### src/afc_pkg.sv
// Package with register map, field layout and timing constants of the flow controller
package afc_pkg;

   // ----------------------------------------------------------------
   // Register map
   // ----------------------------------------------------------------
   localparam logic [7:0]  FLOW_CFG_OFFSET = 8'hac;
   localparam logic [7:0]  AFC_CTRL_OFFSET = 8'hb4;
   localparam logic [7:0]  AFC_STAT_OFFSET = 8'hb8;
   localparam logic [31:0] FLOW_CFG_RESET  = 32'h0000_0000;

   // ----------------------------------------------------------------
   // Field positions
   // ----------------------------------------------------------------
   localparam int HI_MSB   = 23;
   localparam int HI_LSB   = 16;
   localparam int LO_MSB   = 15;
   localparam int LO_LSB   = 8;
   localparam int DUR_MSB  = 7;
   localparam int DUR_LSB  = 4;
   localparam int MULT_BIT = 3;
   localparam int BRD_BIT  = 2;
   localparam int ADD_BIT  = 1;
   localparam int ANY_BIT  = 0;
   localparam int CTRL_PAUSE_BIT = 0;
   localparam int CTRL_JAM_BIT   = 1;

   // ----------------------------------------------------------------
   // Timing
   // ----------------------------------------------------------------
   localparam int CLK_MHZ        = 250;
   localparam int UNIT_BYTES     = 64;
   localparam int UNIT_SHIFT     = 6;
   localparam int EXTRA_10M_NS   = 2200;
   localparam int EXTRA_10M_CYC  = (EXTRA_10M_NS * CLK_MHZ) / 1000;
   localparam int US_CYC         = CLK_MHZ;

   // Jam duration in microseconds, per select code, at 100 Mb/s
   function automatic int afc_dur_us(input logic [3:0] code);
      int r;
      r = 0;
      case (code)
         4'h0: r = 5;
         4'h1: r = 10;
         4'h2: r = 15;
         4'h3: r = 25;
         default: r = 50 * (int'(code) - 3);
      endcase
      return r;
   endfunction

   typedef enum logic [1:0] {
      AFC_IDLE = 2'b00,
      AFC_HIGH = 2'b01,
      AFC_WAIT = 2'b11
   } afc_state_t;

endpackage

### src/afc_apb_regs.sv
// APB slave holding the flow control configuration and software trigger bits
`timescale 1ns/1ps
module afc_apb_regs
   import afc_pkg::*;
(
   input  wire logic        mclk,         // System clock
   input  wire logic        rst,          // Async reset, active high
   input  wire logic        psel,         // APB select
   input  wire logic        penable,      // APB enable
   input  wire logic        pwrite,       // APB direction
   input  wire logic [7:0]  paddr,        // APB byte address
   input  wire logic [31:0] pwdata,       // APB write data
   output logic      [31:0] prdata,       // APB read data
   output logic             pready,       // APB ready
   output logic             pslverr,      // APB error
   input  wire logic [31:0] status_word,  // Block status for reading
   output logic      [23:0] cfg,          // Config fields
   output logic             sw_pause,     // Software pause request pulse
   output logic             sw_jam        // Software jam request pulse
);
   logic [23:0] cfg_q, cfg_d;
   logic [31:0] rdata_q, rdata_d;
   logic        err_q, err_d, swp_q, swp_d, swj_q, swj_d;
   logic        acc;

   assign acc = psel && penable;

   // --------------------------------------------------------------
   // Decode and next values
   // --------------------------------------------------------------
   always_comb
   begin
      cfg_d   = cfg_q;
      rdata_d = 32'h0000_0000;
      err_d   = 1'b0;
      swp_d   = 1'b0;
      swj_d   = 1'b0;
      if (psel && !penable)
      begin
         if (paddr == FLOW_CFG_OFFSET)
            rdata_d = {8'h00, cfg_q};
         else if (paddr == AFC_STAT_OFFSET)
            rdata_d = status_word;
         else if (paddr != AFC_CTRL_OFFSET)
            err_d = 1'b1;
      end
      // Writes land only at the edge that completes the access
      if (acc && pwrite)
      begin
         if (paddr == FLOW_CFG_OFFSET)
            cfg_d = pwdata[23:0];
         else if (paddr == AFC_CTRL_OFFSET)
         begin
            swp_d = pwdata[CTRL_PAUSE_BIT];
            swj_d = pwdata[CTRL_JAM_BIT];
         end
      end
   end

   // Captured in setup, so the access phase ends in one cycle
   always_ff @(posedge mclk or posedge rst)
   begin
      if (rst)
      begin
         cfg_q   <= FLOW_CFG_RESET[23:0];
         rdata_q <= 32'h0000_0000;
         err_q   <= 1'b0;
         swp_q   <= 1'b0;
         swj_q   <= 1'b0;
      end
      else
      begin
         cfg_q   <= cfg_d;
         rdata_q <= rdata_d;
         err_q   <= err_d;
         swp_q   <= swp_d;
         swj_q   <= swj_d;
      end
   end

   assign pready   = 1'b1;
   assign prdata   = acc ? rdata_q : 32'h0000_0000;
   assign pslverr  = acc && err_q;
   assign cfg      = cfg_q;
   assign sw_pause = swp_q;
   assign sw_jam   = swj_q;
endmodule

### src/afc_jam_timer.sv
// Countdown timer that holds back pressure for the selected duration
`timescale 1ns/1ps
module afc_jam_timer
   import afc_pkg::*;
#(
   parameter int CW = 18                     // Counter width
)
(
   input  wire logic       mclk,             // System clock
   input  wire logic       rst,              // Async reset, active high
   input  wire logic       start,            // Start pulse
   input  wire logic       abort,            // Stop at once
   input  wire logic [3:0] dur_sel,          // Duration select code
   input  wire logic       speed_10m,        // Link runs at 10 Mb/s
   output logic            busy              // Back pressure held
);
   logic [CW-1:0] cnt_q, cnt_d;
   logic [CW-1:0] load;

   // Load value from the duration table plus the 10 Mb/s extension
   always_comb
   begin
      load = CW'(afc_dur_us(dur_sel) * US_CYC);
      if (speed_10m)
         load = load + CW'(EXTRA_10M_CYC);
      cnt_d = cnt_q;
      if (abort)
         cnt_d = '0;
      else if (start)
         cnt_d = load;
      else if (cnt_q != '0)
         cnt_d = cnt_q - CW'(1);
   end

   always_ff @(posedge mclk or posedge rst)
   begin
      if (rst)
         cnt_q <= '0;
      else
         cnt_q <= cnt_d;
   end

   assign busy = (cnt_q != '0);
endmodule

### src/afc_flow_ctrl.sv
// Top of the automatic receive flow controller: thresholds, pause requests and jam control
`timescale 1ns/1ps

module afc_flow_ctrl
   import afc_pkg::*;
#(
   parameter int FILL_W = 14,                // Width of the FIFO fill count in bytes
   parameter int TIME_W = 16,                // Width of the pause time
   parameter int JAM_CW = 18                 // Jam timer width
)
(
   input  wire logic              mclk,           // System clock
   input  wire logic              rst,            // Async reset, active high
   input  wire logic              psel,           // APB select
   input  wire logic              penable,        // APB enable
   input  wire logic              pwrite,         // APB direction
   input  wire logic [7:0]        paddr,          // APB byte address
   input  wire logic [31:0]       pwdata,         // APB write data
   output logic      [31:0]       prdata,         // APB read data
   output logic                   pready,         // APB ready
   output logic                   pslverr,        // APB error
   input  wire logic [FILL_W-1:0] rx_fill_bytes,  // RX data FIFO fill in bytes
   input  wire logic              tx_enabled,     // Transmitter enabled
   input  wire logic              full_duplex,    // Link in full duplex
   input  wire logic              speed_10m,      // Link at 10 Mb/s
   input  wire logic [TIME_W-1:0] pause_time_value, // Programmed pause time
   input  wire logic              rx_preamble,    // Valid preamble seen, pulse
   input  wire logic              rx_addr_valid,  // Destination decoded, pulse
   input  wire logic              rx_is_mcast,    // Frame is multicast
   input  wire logic              rx_is_bcast,    // Frame is broadcast
   input  wire logic              rx_is_own,      // Frame is for our address
   output logic                   pause_req,      // Pause frame request, level
   output logic      [TIME_W-1:0] pause_time,     // Pause time of request
   input  wire logic              pause_ack,      // MAC took the request, pulse
   output logic                   back_pressure   // Jam the line
);
   // ----------------------------------------------------------------
   // Registers
   // ----------------------------------------------------------------
   logic [23:0] cfg;          // Configuration fields
   logic        sw_pause;     // Software pause pulse
   logic        sw_jam;       // Software jam pulse
   logic [31:0] status_word;  // Readable status
   logic [7:0]  hi_lvl;       // High level in units
   logic [7:0]  lo_lvl;       // Low level in units
   logic [3:0]  dur_sel;      // Jam duration code
   logic        trig_any;     // Any frame triggers
   logic        trig_mult;    // Multicast triggers
   logic        trig_brd;     // Broadcast triggers
   logic        trig_add;     // Own address triggers
   logic        auto_on;      // Some trigger bit set

   assign hi_lvl    = cfg[HI_MSB:HI_LSB];
   assign lo_lvl    = cfg[LO_MSB:LO_LSB];
   assign dur_sel   = cfg[DUR_MSB:DUR_LSB];
   assign trig_mult = cfg[MULT_BIT];
   assign trig_brd  = cfg[BRD_BIT];
   assign trig_add  = cfg[ADD_BIT];
   assign trig_any  = cfg[ANY_BIT];
   assign auto_on   = |cfg[3:0];

   afc_apb_regs u_regs
   (
      .mclk        (mclk),
      .rst         (rst),
      .psel        (psel),
      .penable     (penable),
      .pwrite      (pwrite),
      .paddr       (paddr),
      .pwdata      (pwdata),
      .prdata      (prdata),
      .pready      (pready),
      .pslverr     (pslverr),
      .status_word (status_word),
      .cfg         (cfg),
      .sw_pause    (sw_pause),
      .sw_jam      (sw_jam)
   );

   // ----------------------------------------------------------------
   // Fill level in 64-byte units
   // ----------------------------------------------------------------
   logic [FILL_W-1:0] fill_units;
   logic              at_high, below_low;

   // Level to fill width; FILL_W must be at least 8
   function automatic logic [FILL_W-1:0] lvl_units(input logic [7:0] lvl);
      return FILL_W'(lvl);
   endfunction

   assign fill_units = rx_fill_bytes >> UNIT_SHIFT;
   // Threshold of zero counts as reached only once enabled; 8 bits cover 16 KB
   assign at_high   = auto_on && (fill_units >= lvl_units(hi_lvl));
   assign below_low = fill_units < lvl_units(lo_lvl);

   // ----------------------------------------------------------------
   // Full duplex pause sequencing
   // ----------------------------------------------------------------
   afc_state_t        st_q, st_d;
   logic              sent_q, sent_d;
   logic              req_q, req_d;
   logic [TIME_W-1:0] ptime_q, ptime_d;
   logic              fd_frame_trig;
   logic              fd_match;

   // Any-frame mode waits for the next preamble; otherwise no frame needed
   always_comb
   begin
      fd_match = 1'b1;
      if (trig_any)
         fd_match = rx_preamble;
   end

   always_comb
   begin
      st_d          = st_q;
      sent_d        = sent_q;
      req_d         = req_q;
      ptime_d       = ptime_q;
      fd_frame_trig = 1'b0;
      if (req_q && pause_ack)
         req_d = 1'b0;
      if (!tx_enabled)
      begin
         req_d = 1'b0;
         st_d  = AFC_IDLE;
      end
      else
      begin
         case (st_q)
            AFC_IDLE:
            begin
               if (full_duplex && at_high && fd_match && !req_q)
               begin
                  req_d         = 1'b1;
                  ptime_d       = pause_time_value;
                  fd_frame_trig = 1'b1;
                  st_d          = AFC_HIGH;
               end
               else if (sw_pause && !req_q)
               begin
                  req_d   = 1'b1;
                  ptime_d = pause_time_value;
               end
            end
            AFC_HIGH:
            begin
               // One frame per high crossing; wait until it is taken
               if (!req_q)
               begin
                  sent_d = 1'b1;
                  st_d   = AFC_WAIT;
               end
            end
            AFC_WAIT:
            begin
               if (below_low && sent_q && auto_on)
               begin
                  req_d   = 1'b1;
                  ptime_d = '0;
                  sent_d  = 1'b0;
                  st_d    = AFC_IDLE;
               end
               else if (!auto_on)
               begin
                  sent_d = 1'b0;
                  st_d   = AFC_IDLE;
               end
            end
            default: st_d = AFC_IDLE;
         endcase
      end
   end

   // Pause state registers
   always_ff @(posedge mclk or posedge rst)
   begin
      if (rst)
      begin
         st_q    <= AFC_IDLE;
         sent_q  <= 1'b0;
         req_q   <= 1'b0;
         ptime_q <= '0;
      end
      else
      begin
         st_q    <= st_d;
         sent_q  <= sent_d;
         req_q   <= req_d;
         ptime_q <= ptime_d;
      end
   end

   // ----------------------------------------------------------------
   // Half duplex jam decision
   // ----------------------------------------------------------------
   logic hd_match, jam_start, jam_busy;

   // Any-frame acts at preamble and overrides the address filters
   always_comb
   begin
      hd_match = 1'b0;
      if (trig_any)
         hd_match = rx_preamble;
      else if (rx_addr_valid)
         hd_match = (trig_mult && rx_is_mcast)
                 || (trig_brd && rx_is_bcast)
                 || (trig_add && rx_is_own);
   end

   // Duration only matters here, so full duplex never starts the timer
   assign jam_start = tx_enabled && !full_duplex && !jam_busy
                      && ((at_high && hd_match) || sw_jam);

   afc_jam_timer #(.CW(JAM_CW)) u_jam
   (
      .mclk      (mclk),
      .rst       (rst),
      .start     (jam_start),
      .abort     (!tx_enabled || full_duplex),
      .dur_sel   (dur_sel),
      .speed_10m (speed_10m),
      .busy      (jam_busy)
   );

   // ----------------------------------------------------------------
   // Outputs and status
   // ----------------------------------------------------------------
   assign pause_req     = req_q && tx_enabled;
   assign pause_time    = ptime_q;
   assign back_pressure = jam_busy && tx_enabled;
   assign status_word   = {26'h0000000, st_q, at_high, below_low, sent_q, jam_busy};

endmodule

### config.mk
export PLATFORM = sky130hd
export DESIGN_NAME = afc_flow_ctrl
export DESIGN_NICKNAME = d
export VERILOG_FILES = /design/src/afc_pkg.sv /design/src/afc_apb_regs.sv /design/src/afc_jam_timer.sv /design/src/afc_flow_ctrl.sv
export SDC_FILE = /design/constraint.sdc
export NUM_CORES = 1
export LEC_CHECK = 0
export BUFFER_PORTS_ARGS = -buffer_cell sky130_fd_sc_hd__buf_4
export CAP_MARGIN = 10
export CORE_AREA = 5 5 111 140
export CTS_BUF_LIST = sky130_fd_sc_hd__clkbuf_8
export DETAILED_ROUTE_END_ITERATION = 7
export DIE_AREA = 0 0 116 145
export PLACE_DENSITY = 0.77
export SYNTH_ARGS = -nofsm -noshare
export SYNTH_HDL_FRONTEND = slang
export SYNTH_SLANG_ARGS = --single-unit
### constraint.sdc
create_clock -name mclk -period 9.1 [get_ports mclk]
set_input_delay 1.365 -clock mclk [delete_from_list [all_inputs] [get_ports mclk]]
set_output_delay 1.365 -clock mclk [all_outputs]
set_load 0.005 [all_outputs]
==> results of run 1 <==
[power breakdown]
part | switching (mW) | internal [mW]
Clock | 0.142 | 0.126
Sequential | 0.0198 | 0.420
Combinational | 0.979 | 0.725
Total | 1.14 | 1.27
[layout by cell type (no fill, tap or decap), types with 19 or more instances in the layout]
master    instances
buf_4           117
inv_1           105
dfrtp_1          89
ha_1             81
nand2_1          65
nor2_1           47
fa_1             41
xnor2_1          36
o21ai_0          33
nor3_1           28
and3_1           26
xor2_1           21
a211oi_1         21
a21oi_1          19
[layer usage]
metal | vias up | global-route usage [%]
met3 | 30 | 2.71
met5 | - | 0
li1 | 2922 | -
met2 | 133 | 36.0
met4 | 2 | 6.96
met1 | 2834 | 24.5
[cells by family after synthesis]
logic type               synth area share, %
other                                 0.0992
AND/OR/NAND/NOR                         16.5
multiplexers                            2.18
flip-flops                              29.4
XOR/XNOR                                6.89
AO/OA/AOI/OAI                           13.2
buffers and inverters                   7.54
adder cells (fa/ha/maj)                 24.2
[final cells by class]
type / instances / area, µm²
multi-input cells: 586 / 4800
well taps: 178 / 223
inverters: 108 / 407
repair buffers: 117 / 878
fillers: 1229 / 5370
clock buffers: 9 / 124
clock inverters: 7 / 71.3
flip-flops and latches: 89 / 2230
[flip-flops by register name, summed over array words and instances (netlist names)]
register and cells:
pause_time 16, req_q 1, sent_q 1, st_q 2, u_jam.cnt_q 18, u_regs.cfg 24, u_regs.err_q 1, u_regs.rdata_q 24
u_regs.sw_jam 1, u_regs.sw_pause 1
[path summary, 6_finish.rpt]
| check | from | to | slack (ps) | cells past startpoint |
|---|---|---|---|---|
| min in group asynchronous | rst | u_regs.cfg[16] | 970 | 2 |
| worst min-delay path | pause_time[8] | pause_time[8] | 510 | 1 |
| worst min register to register | pause_time[8] | pause_time[8] | 510 | 1 |
| worst max register to register | u_regs.cfg[4] | u_jam.cnt_q[17] | 850 | 29 |
| max in group asynchronous | rst | pause_time[6] | 6960 | 3 |
| worst max-delay path | u_regs.cfg[4] | u_jam.cnt_q[17] | 850 | 29 |
==> flow_metrics.env, run 1 <==
export IMPL_cts_htree_levels=3
export IMPL_p_leak_nw=4.56
export IMPL_routed_top_layer="met5"
export IMPL_maxSlewViolCount=0
export IMPL_insertion_delay_ps=360
export IMPL_met3_length_um=836
export IMPL_drive_gt1_share_pct=18.2
export IMPL_ys_seq_area_share_pct=29.4
export IMPL_grt_pass1_wl_mm=27.8
export IMPL_fin_area_mm2=0.00873
export IMPL_detail_route_antenna_nets=0
export IMPL_die_area_mm2=0.0168
export IMPL_hp_class="register to register"
export IMPL_fin_crit_sh_pct=90.7
export IMPL_syn_inst=808
export IMPL_fp_dieH_um=145
export IMPL_vias_per_cell=5.41
export IMPL_cp_common_cell="inv_1"
export IMPL_synth_cell_type_count=73
export IMPL_path_class="register to register"
export IMPL_maxCapViolCount=0
export IMPL_via_count=5921
export IMPL_avgSynthCellArea_um2=9.37
export IMPL_placed_area_mm2=0.00854
export IMPL_dp_final_hpwl_mm=13.7
export IMPL_core_area_mm2=0.0141
export IMPL_drc_errors=0
export IMPL_grt_overflow_total=0
export IMPL_fin_nets=1117
export IMPL_synth_common_cells="106 x inv_1, 89 x dfrtp_1, 81 x ha_1"
export IMPL_clk_pin_slew_ps=90
export IMPL_synthFlopType="dfrtp_1"
export IMPL_p_total_mw=2.41
export IMPL_relSlewSlack_pct=41.1
export IMPL_end_kind="register"
export IMPL_dp_cells=1078
export IMPL_finalSetupViolCount=0
export IMPL_wl_met1_mm=6.66
export IMPL_cts_tree="built"
export IMPL_clock_path_buffers=2
export IMPL_utilization_pct=61.9
export IMPL_crit_buf_inv=6
export IMPL_async_flop_share_pct=100
export IMPL_drtIter0Drc=333
export IMPL_start_util_pct=53.7
export IMPL_port_buffers=112
export IMPL_ys_ff_latch=89
export IMPL_synth_top_area_share_pct=29.4
export IMPL_critPathRequiredTime_ps=9370
export IMPL_globalplace_congestion=0.837
export IMPL_cts_sinks=89
export IMPL_critPathTopFamily="adder cells"
export IMPL_die_w_um=116
export IMPL_antenna_found_initial=1
export IMPL_power_density_mw_per_mm2=276
export IMPL_post_place_ws_ps=874
export IMPL_grt_use_total_pct=20.1
export IMPL_layout_setup_ws_ps=848
export IMPL_skew_ps=7.74
export IMPL_avgRoutedWirePerCell_um=15.4
export IMPL_status="complete, no violations"
export IMPL_post_route_min_period_ps=8250
export IMPL_cts_buffers_inserted=9
export IMPL_area_growth_syn_to_layout_pct=15.3
export IMPL_layout_cells_non_filler=1094
export IMPL_grt_pass1_vias=5894
export IMPL_vdd_drop_max_uv=470
export IMPL_hold_viol=0
export IMPL_drtPass1Iterations=5
export IMPL_start_kind="register"
export IMPL_rows=49
export IMPL_fin_setup_tns_ps=0
export IMPL_synth_largest_area_cell="dfrtp_1"
export IMPL_totalWireLength_mm=16.9
export IMPL_cts_setup_buffers=0
export IMPL_synth_most_common_cell="inv_1"
export IMPL_cts_resized=0
export IMPL_fmax_ghz=0.121
export IMPL_hold_ws_ps=507
export IMPL_rsz0062_at_grt="no"
export IMPL_tightest_slew_ps=884
export IMPL_diodes=0
export IMPL_grt_start_max_net_pins=68
export IMPL_postCtsHoldBufs=0
export IMPL_root_buffer="clkbuf_8"
export IMPL_arrival_ps=8520
export IMPL_io_pins=136
export IMPL_synth_warnings=0
export IMPL_synth_area_leaders="dfrtp_1 29%, ha_1 13%, fa_1 11%"
export IMPL_critPathSlowestCell="dfrtp_1"
export IMPL_cp_slowest_stage_delay_ps=580
export IMPL_crit_fanout=10
export IMPL_dr_wl_met2_mm=8.98
export IMPL_synth_edf_count=0
export IMPL_synth_area_mm2=0.00757
Power figures use the tool's default switching activity.
==> run 2: changes to the inputs <==
--- a/config.mk
+++ b/config.mk
@@ -8,10 +8,10 @@
 export BUFFER_PORTS_ARGS = -buffer_cell sky130_fd_sc_hd__buf_4
 export CAP_MARGIN = 10
 export CORE_AREA = 5 5 111 140
-export CTS_BUF_LIST = sky130_fd_sc_hd__clkbuf_8
+export CTS_BUF_LIST = sky130_fd_sc_hd__clkbuf_2
 export DETAILED_ROUTE_END_ITERATION = 7
 export DIE_AREA = 0 0 116 145
-export PLACE_DENSITY = 0.77
+export PLACE_DENSITY = 0.78
 export SYNTH_ARGS = -nofsm -noshare
 export SYNTH_HDL_FRONTEND = slang
 export SYNTH_SLANG_ARGS = --single-unit
==> run 2 against run 1 <==
  * Total power shrank 1.5%
  * Cell count rose by 0.18%
  * Clock skew rose by 17 ps
  * Fmax grew 0.26%
  * Non-clock buffer count increased by 1
  * Critical path depth unchanged
  * Utilization down 0.35 points
  * Register-to-register slack gained 20 ps
  * Setup slack improved by 21 ps
  * Flip-flop and latch count did not move
==> flow_metrics.env, run 2 (synthesized netlist as in run 1, its figures left out) <==
export IMPL_fillers=1221
export IMPL_rsz0062_at_grt="no"
export IMPL_globalplace_congestion=0.873
export IMPL_dp_final_hpwl_mm=13.8
export IMPL_start_util_pct=53.7
export IMPL_hold_viol=0
export IMPL_power_density_mw_per_mm2=273
export IMPL_avgRoutedWirePerCell_um=15.6
export IMPL_start_kind="register"
export IMPL_drtPass1Iterations=5
export IMPL_grt_start_max_net_pins=67
export IMPL_tightest_slew_ps=813
export IMPL_vdd_drop_max_uv=487
export IMPL_drive_gt1_share_pct=18.3
export IMPL_die_area_mm2=0.0168
export IMPL_p_total_mw=2.37
export IMPL_status="complete, no violations"
export IMPL_finalSetupViolCount=0
export IMPL_layout_commonest_cell="buf_4"
export IMPL_fp_dieH_um=145
export IMPL_grt_use_total_pct=20.4
export IMPL_cp_slowest_stage_delay_ps=630
export IMPL_maxSlewViolCount=0
export IMPL_grt_pass1_wl_mm=28.1
export IMPL_die_w_um=116
export IMPL_core_area_mm2=0.0141
export IMPL_critPathRequiredTime_ps=9610
export IMPL_layout_setup_ws_ps=869
export IMPL_post_place_ws_ps=904
export IMPL_cts_sinks=89
export IMPL_crit_fanout=10
export IMPL_end_kind="register"
export IMPL_skew_ps=24.3
export IMPL_layout_cells_non_filler=1096
export IMPL_io_pins=136
export IMPL_grt_overflow_total=0
export IMPL_arrival_ps=8740
export IMPL_maxCapViolCount=0
export IMPL_fmax_ghz=0.121
export IMPL_port_buffers=112
export IMPL_relSlewSlack_pct=45.8
export IMPL_totalWireLength_mm=17.2
export IMPL_fin_crit_sh_pct=90.4
export IMPL_drc_errors=0
export IMPL_p_leak_nw=4.55
export IMPL_root_buffer="clkbuf_2"
export IMPL_cts_buffers_inserted=9
export IMPL_clock_path_buffers=2
export IMPL_hp_class="register to register"
export IMPL_detail_route_antenna_nets=0
export IMPL_fin_setup_tns_ps=0
export IMPL_antenna_found_initial=1
export IMPL_postCtsHoldBufs=0
export IMPL_path_class="register to register"
export IMPL_fin_nets=1118
export IMPL_critPathSlowestCell="dfrtp_1"
export IMPL_drtIter0Drc=322
export IMPL_insertion_delay_ps=580
export IMPL_area_growth_syn_to_layout_pct=14.7
export IMPL_rows=49
export IMPL_via_count=5975
export IMPL_clk_pin_slew_ps=230
export IMPL_cts_tree="built"
export IMPL_post_route_min_period_ps=8230
export IMPL_grt_pass1_vias=5932
export IMPL_cts_resized=0
export IMPL_final_cell_mix="118 x buf_4, 105 x inv_1, 89 x dfrtp_1"
export IMPL_cts_setup_buffers=0
export IMPL_cts_htree_levels=3
export IMPL_cp_common_cell="inv_1"
export IMPL_vias_per_cell=5.45
export IMPL_dp_cells=1079
-- run 2: cell types whose count changed in the layout (fill, tap and decap cells not counted), sizes merged --
| cell | before | now |
|---|---|---|
| clkinvlp | 3 | 2 |
| bufinv | 1 | 2 |
| clkbuf | 9 | 11 |
| buf | 117 | 118 |
| diode | 0 | 1 |
| clkinv | 5 | 3 |
-- run 2: stage by stage --
stage	hold WS, ps	util [%]	area (µm²)
CTS	538	61.5	8680
floorplan	473	-	7600
global placement	484	60.6	8540
detailed placement	483	60.6	8540
global route	545	61.6	8680
finish	533	61.6	8680
-- run 2: area by class of cell --
class | instances | area (µm²) | area share, %
tap | 178 | 223 | 2.57
inverter | 108 | 407 | 4.68
clock inverter | 5 | 80.1 | 0.922
sequential | 89 | 2230 | 25.7
antenna | 1 | 2.50 | 0.0288
clock buffer | 11 | 55.1 | 0.634
timing repair buffer | 118 | 886 | 10.2
multi-input combinational | 586 | 4800 | 55.3
-- run 2: final timing paths --
kind | from | to | slack (ps) | cells past startpoint
hold reg to reg | pause_time[12] | pause_time[12] | 530 | 1
min in group asynchronous | rst | u_jam.cnt_q[10] | 730 | 2
setup reg to reg | u_regs.cfg[4] | u_jam.cnt_q[17] | 870 | 29
setup / recovery | u_regs.cfg[4] | u_jam.cnt_q[17] | 870 | 29
hold / removal | pause_time[12] | pause_time[12] | 530 | 1
max in group asynchronous | rst | u_regs.rdata_q[10] | 7210 | 3
-- run 2: worst max-delay path: cells and delay by family (launching register included) --
kind	cells	cell delay [ps]
adders and majority gates	10	4060
and+or+nand+nor	5	1290
AOI/OAI and AO/OA	5	910
xor gates and xnor gates	3	820
DFF	1	630
buffers and inverters	6	450
-- run 2: report_power, final --
part	switching, mW	internal (mW)	total [mW]
Sequential	0.0205	0.420	0.441
Clock	0.135	0.0923	0.227
Combinational	0.982	0.724	1.71
-- run 2: metal layers --
layer	global-route usage, %	vias to the layer above	part of all wire (%)
met2	36.4	147	53
met3	2.58	34	4.1
met4	7.49	0	2.6
met1	24.9	2867	40
li1	-	2927	-
met5	0	-	0
==> run 3: changes to the inputs <==
==> constraint.sdc (replaced) <==
create_clock -name mclk -period 9.1 [get_ports mclk]
set_input_delay 0.91 -clock mclk [delete_from_list [all_inputs] [get_ports mclk]]
set_output_delay 0.91 -clock mclk [all_outputs]
set_load 0.005 [all_outputs]
==> run 3 against run 2 <==
  * Non-clock buffer count unchanged
  * Combinational power about the same
  * Routed wire length about the same
  * Die area unchanged
  * Total power down 0.12%
  * Utilization about the same
  * Setup slack better by 8.5 ps
  * Global-route usage up 0.098 points
  * Fmax up 0.10%
  * Clock skew up 14 ps
  * Critical endpoint unchanged
  * Largest power group unchanged
==> flow_metrics.env, run 3 (synthesized netlist as in run 1, its figures left out) <==
export IMPL_status="complete, no violations"
export IMPL_finalSetupViolCount=0
export IMPL_end_kind="register"
export IMPL_fin_crit_sh_pct=90.4
export IMPL_grt_pass1_wl_mm=28.2
export IMPL_postCtsHoldBufs=0
export IMPL_drc_errors=0
export IMPL_hp_class="primary input to asynchronous set/reset pin"
export IMPL_cts_resized=0
export IMPL_maxCapViolCount=0
export IMPL_drtPass1Iterations=5
export IMPL_die_area_mm2=0.0168
export IMPL_critPathSlowestCell="dfrtp_1"
export IMPL_cts_sinks=89
export IMPL_power_density_mw_per_mm2=273
export IMPL_cts_tree="built"
export IMPL_fmax_ghz=0.122
export IMPL_grt_start_max_net_pins=67
export IMPL_reg2regPathDepth=29
export IMPL_clock_path_buffers=2
export IMPL_final_cell_mix="118 x buf_4, 105 x inv_1, 89 x dfrtp_1"
export IMPL_cts_buffers_inserted=9
export IMPL_cts_htree_levels=3
export IMPL_drive_gt1_share_pct=18.1
export IMPL_grt_use_total_pct=20.5
export IMPL_port_buffers=112
export IMPL_p_leak_nw=4.55
export IMPL_tightest_slew_ps=793
export IMPL_arrival_ps=8720
export IMPL_reg2reg_from="u_regs.cfg[4]"
export IMPL_layout_commonest_cell="buf_4"
export IMPL_insertion_delay_ps=590
export IMPL_totalWireLength_mm=17.1
export IMPL_area_growth_syn_to_layout_pct=14.7
export IMPL_fin_setup_tns_ps=0
export IMPL_hold_ws_ps=251
export IMPL_cp_common_cell="inv_1"
export IMPL_antenna_found_initial=1
export IMPL_io_pins=136
export IMPL_cp_slowest_stage_delay_ps=640
export IMPL_p_total_mw=2.37
export IMPL_cts_setup_buffers=0
export IMPL_rrSetupSlack_ps=880
export IMPL_utilization_pct=61.6
export IMPL_via_count=5942
export IMPL_maxSlewViolCount=0
export IMPL_die_w_um=116
export IMPL_drtIter0Drc=277
export IMPL_relSlewSlack_pct=46.9
export IMPL_vias_per_cell=5.42
export IMPL_fp_dieH_um=145
export IMPL_post_route_min_period_ps=8220
export IMPL_detail_route_antenna_nets=0
export IMPL_start_kind="register"
export IMPL_clk_pin_slew_ps=270
export IMPL_startpoint="u_regs.cfg[4]"
export IMPL_grt_pass1_vias=6070
export IMPL_root_buffer="clkbuf_2"
export IMPL_critPathRequiredTime_ps=9600
export IMPL_globalplace_congestion=0.876
export IMPL_hold_viol=0
export IMPL_avgRoutedWirePerCell_um=15.6
export IMPL_vdd_drop_max_uv=461
export IMPL_crit_fanout=10
export IMPL_dp_final_hpwl_mm=13.8
export IMPL_start_util_pct=53.7
export IMPL_r2r_end="u_jam.cnt_q[17]"
export IMPL_grt_overflow_total=0
export IMPL_rows=49
export IMPL_path_class="register to register"
export IMPL_fin_nets=1118
export IMPL_skew_ps=38.6
export IMPL_core_area_mm2=0.0141
export IMPL_rsz0062_at_grt="no"
-- run 3: cell count changes in the layout (fill, tap and decap cells not counted) --
cell        previous run  this run
clkbuf_2              11         9
inv_6                  0         1
clkinv_1               1         3
clkinv_4               0         2
clkinvlp_4             2         0
clkinv_2               2         1
-- run 3: worst max-delay path, delay by kind of cell (launching register included) --
kind	cells	cell delay [ps]
compound gates	5	930
xor+xnor	3	840
fa+ha+maj	10	4050
buf+inv	6	430
flops	1	640
simple gates	5	1250
-- run 3: per-stage QoR --
step,setup slack (ps),area [µm²],std cells
2_1_floorplan,1640,7600,815
3_3_place_gp,1030,8540,1079
3_5_place_dp,896,8540,1079
4_1_cts,812,8680,1095
5_1_grt,322,8680,1096
6_report,878,8680,1096
-- run 3: power breakdown --
group | switching (mW) | leakage, nW | internal [mW]
Sequential | 0.0200 | 1.14 | 0.421
Clock | 0.140 | 0.0816 | 0.0911
Combinational | 0.974 | 3.33 | 0.725
-- run 3: area by class of cell --
class | count | area (µm²)
flip-flops and latches | 89 | 2230
repair buffers | 118 | 886
diodes | 1 | 2.50
clock buffers | 9 | 45.0
clock inverters | 7 | 93.8
inverters | 108 | 407
well taps | 178 | 223
fillers | 1225 | 5420
multi-input cells | 586 | 4800
-- run 3: metal layers --
layer  part of all wire (%)  global-route usage, %
met3                    4.4                   2.12
met1                     41                   24.9
met4                    2.4                   7.72
met5                      0                      0
met2                     52                   36.9
-- run 3: how the worst max path moves through the flow --
| stage | end | slack [ps] |
|---|---|---|
| 2_1_floorplan | u_jam.cnt_q[16] | 1640 |
| 3_3_place_gp | u_jam.cnt_q[17] | 1030 |
| 3_5_place_dp | u_jam.cnt_q[17] | 900 |
| 4_1_cts | u_jam.cnt_q[17] | 810 |
| 5_1_grt | u_jam.cnt_q[17] | 320 |
| 6_report | u_jam.cnt_q[17] | 880 |
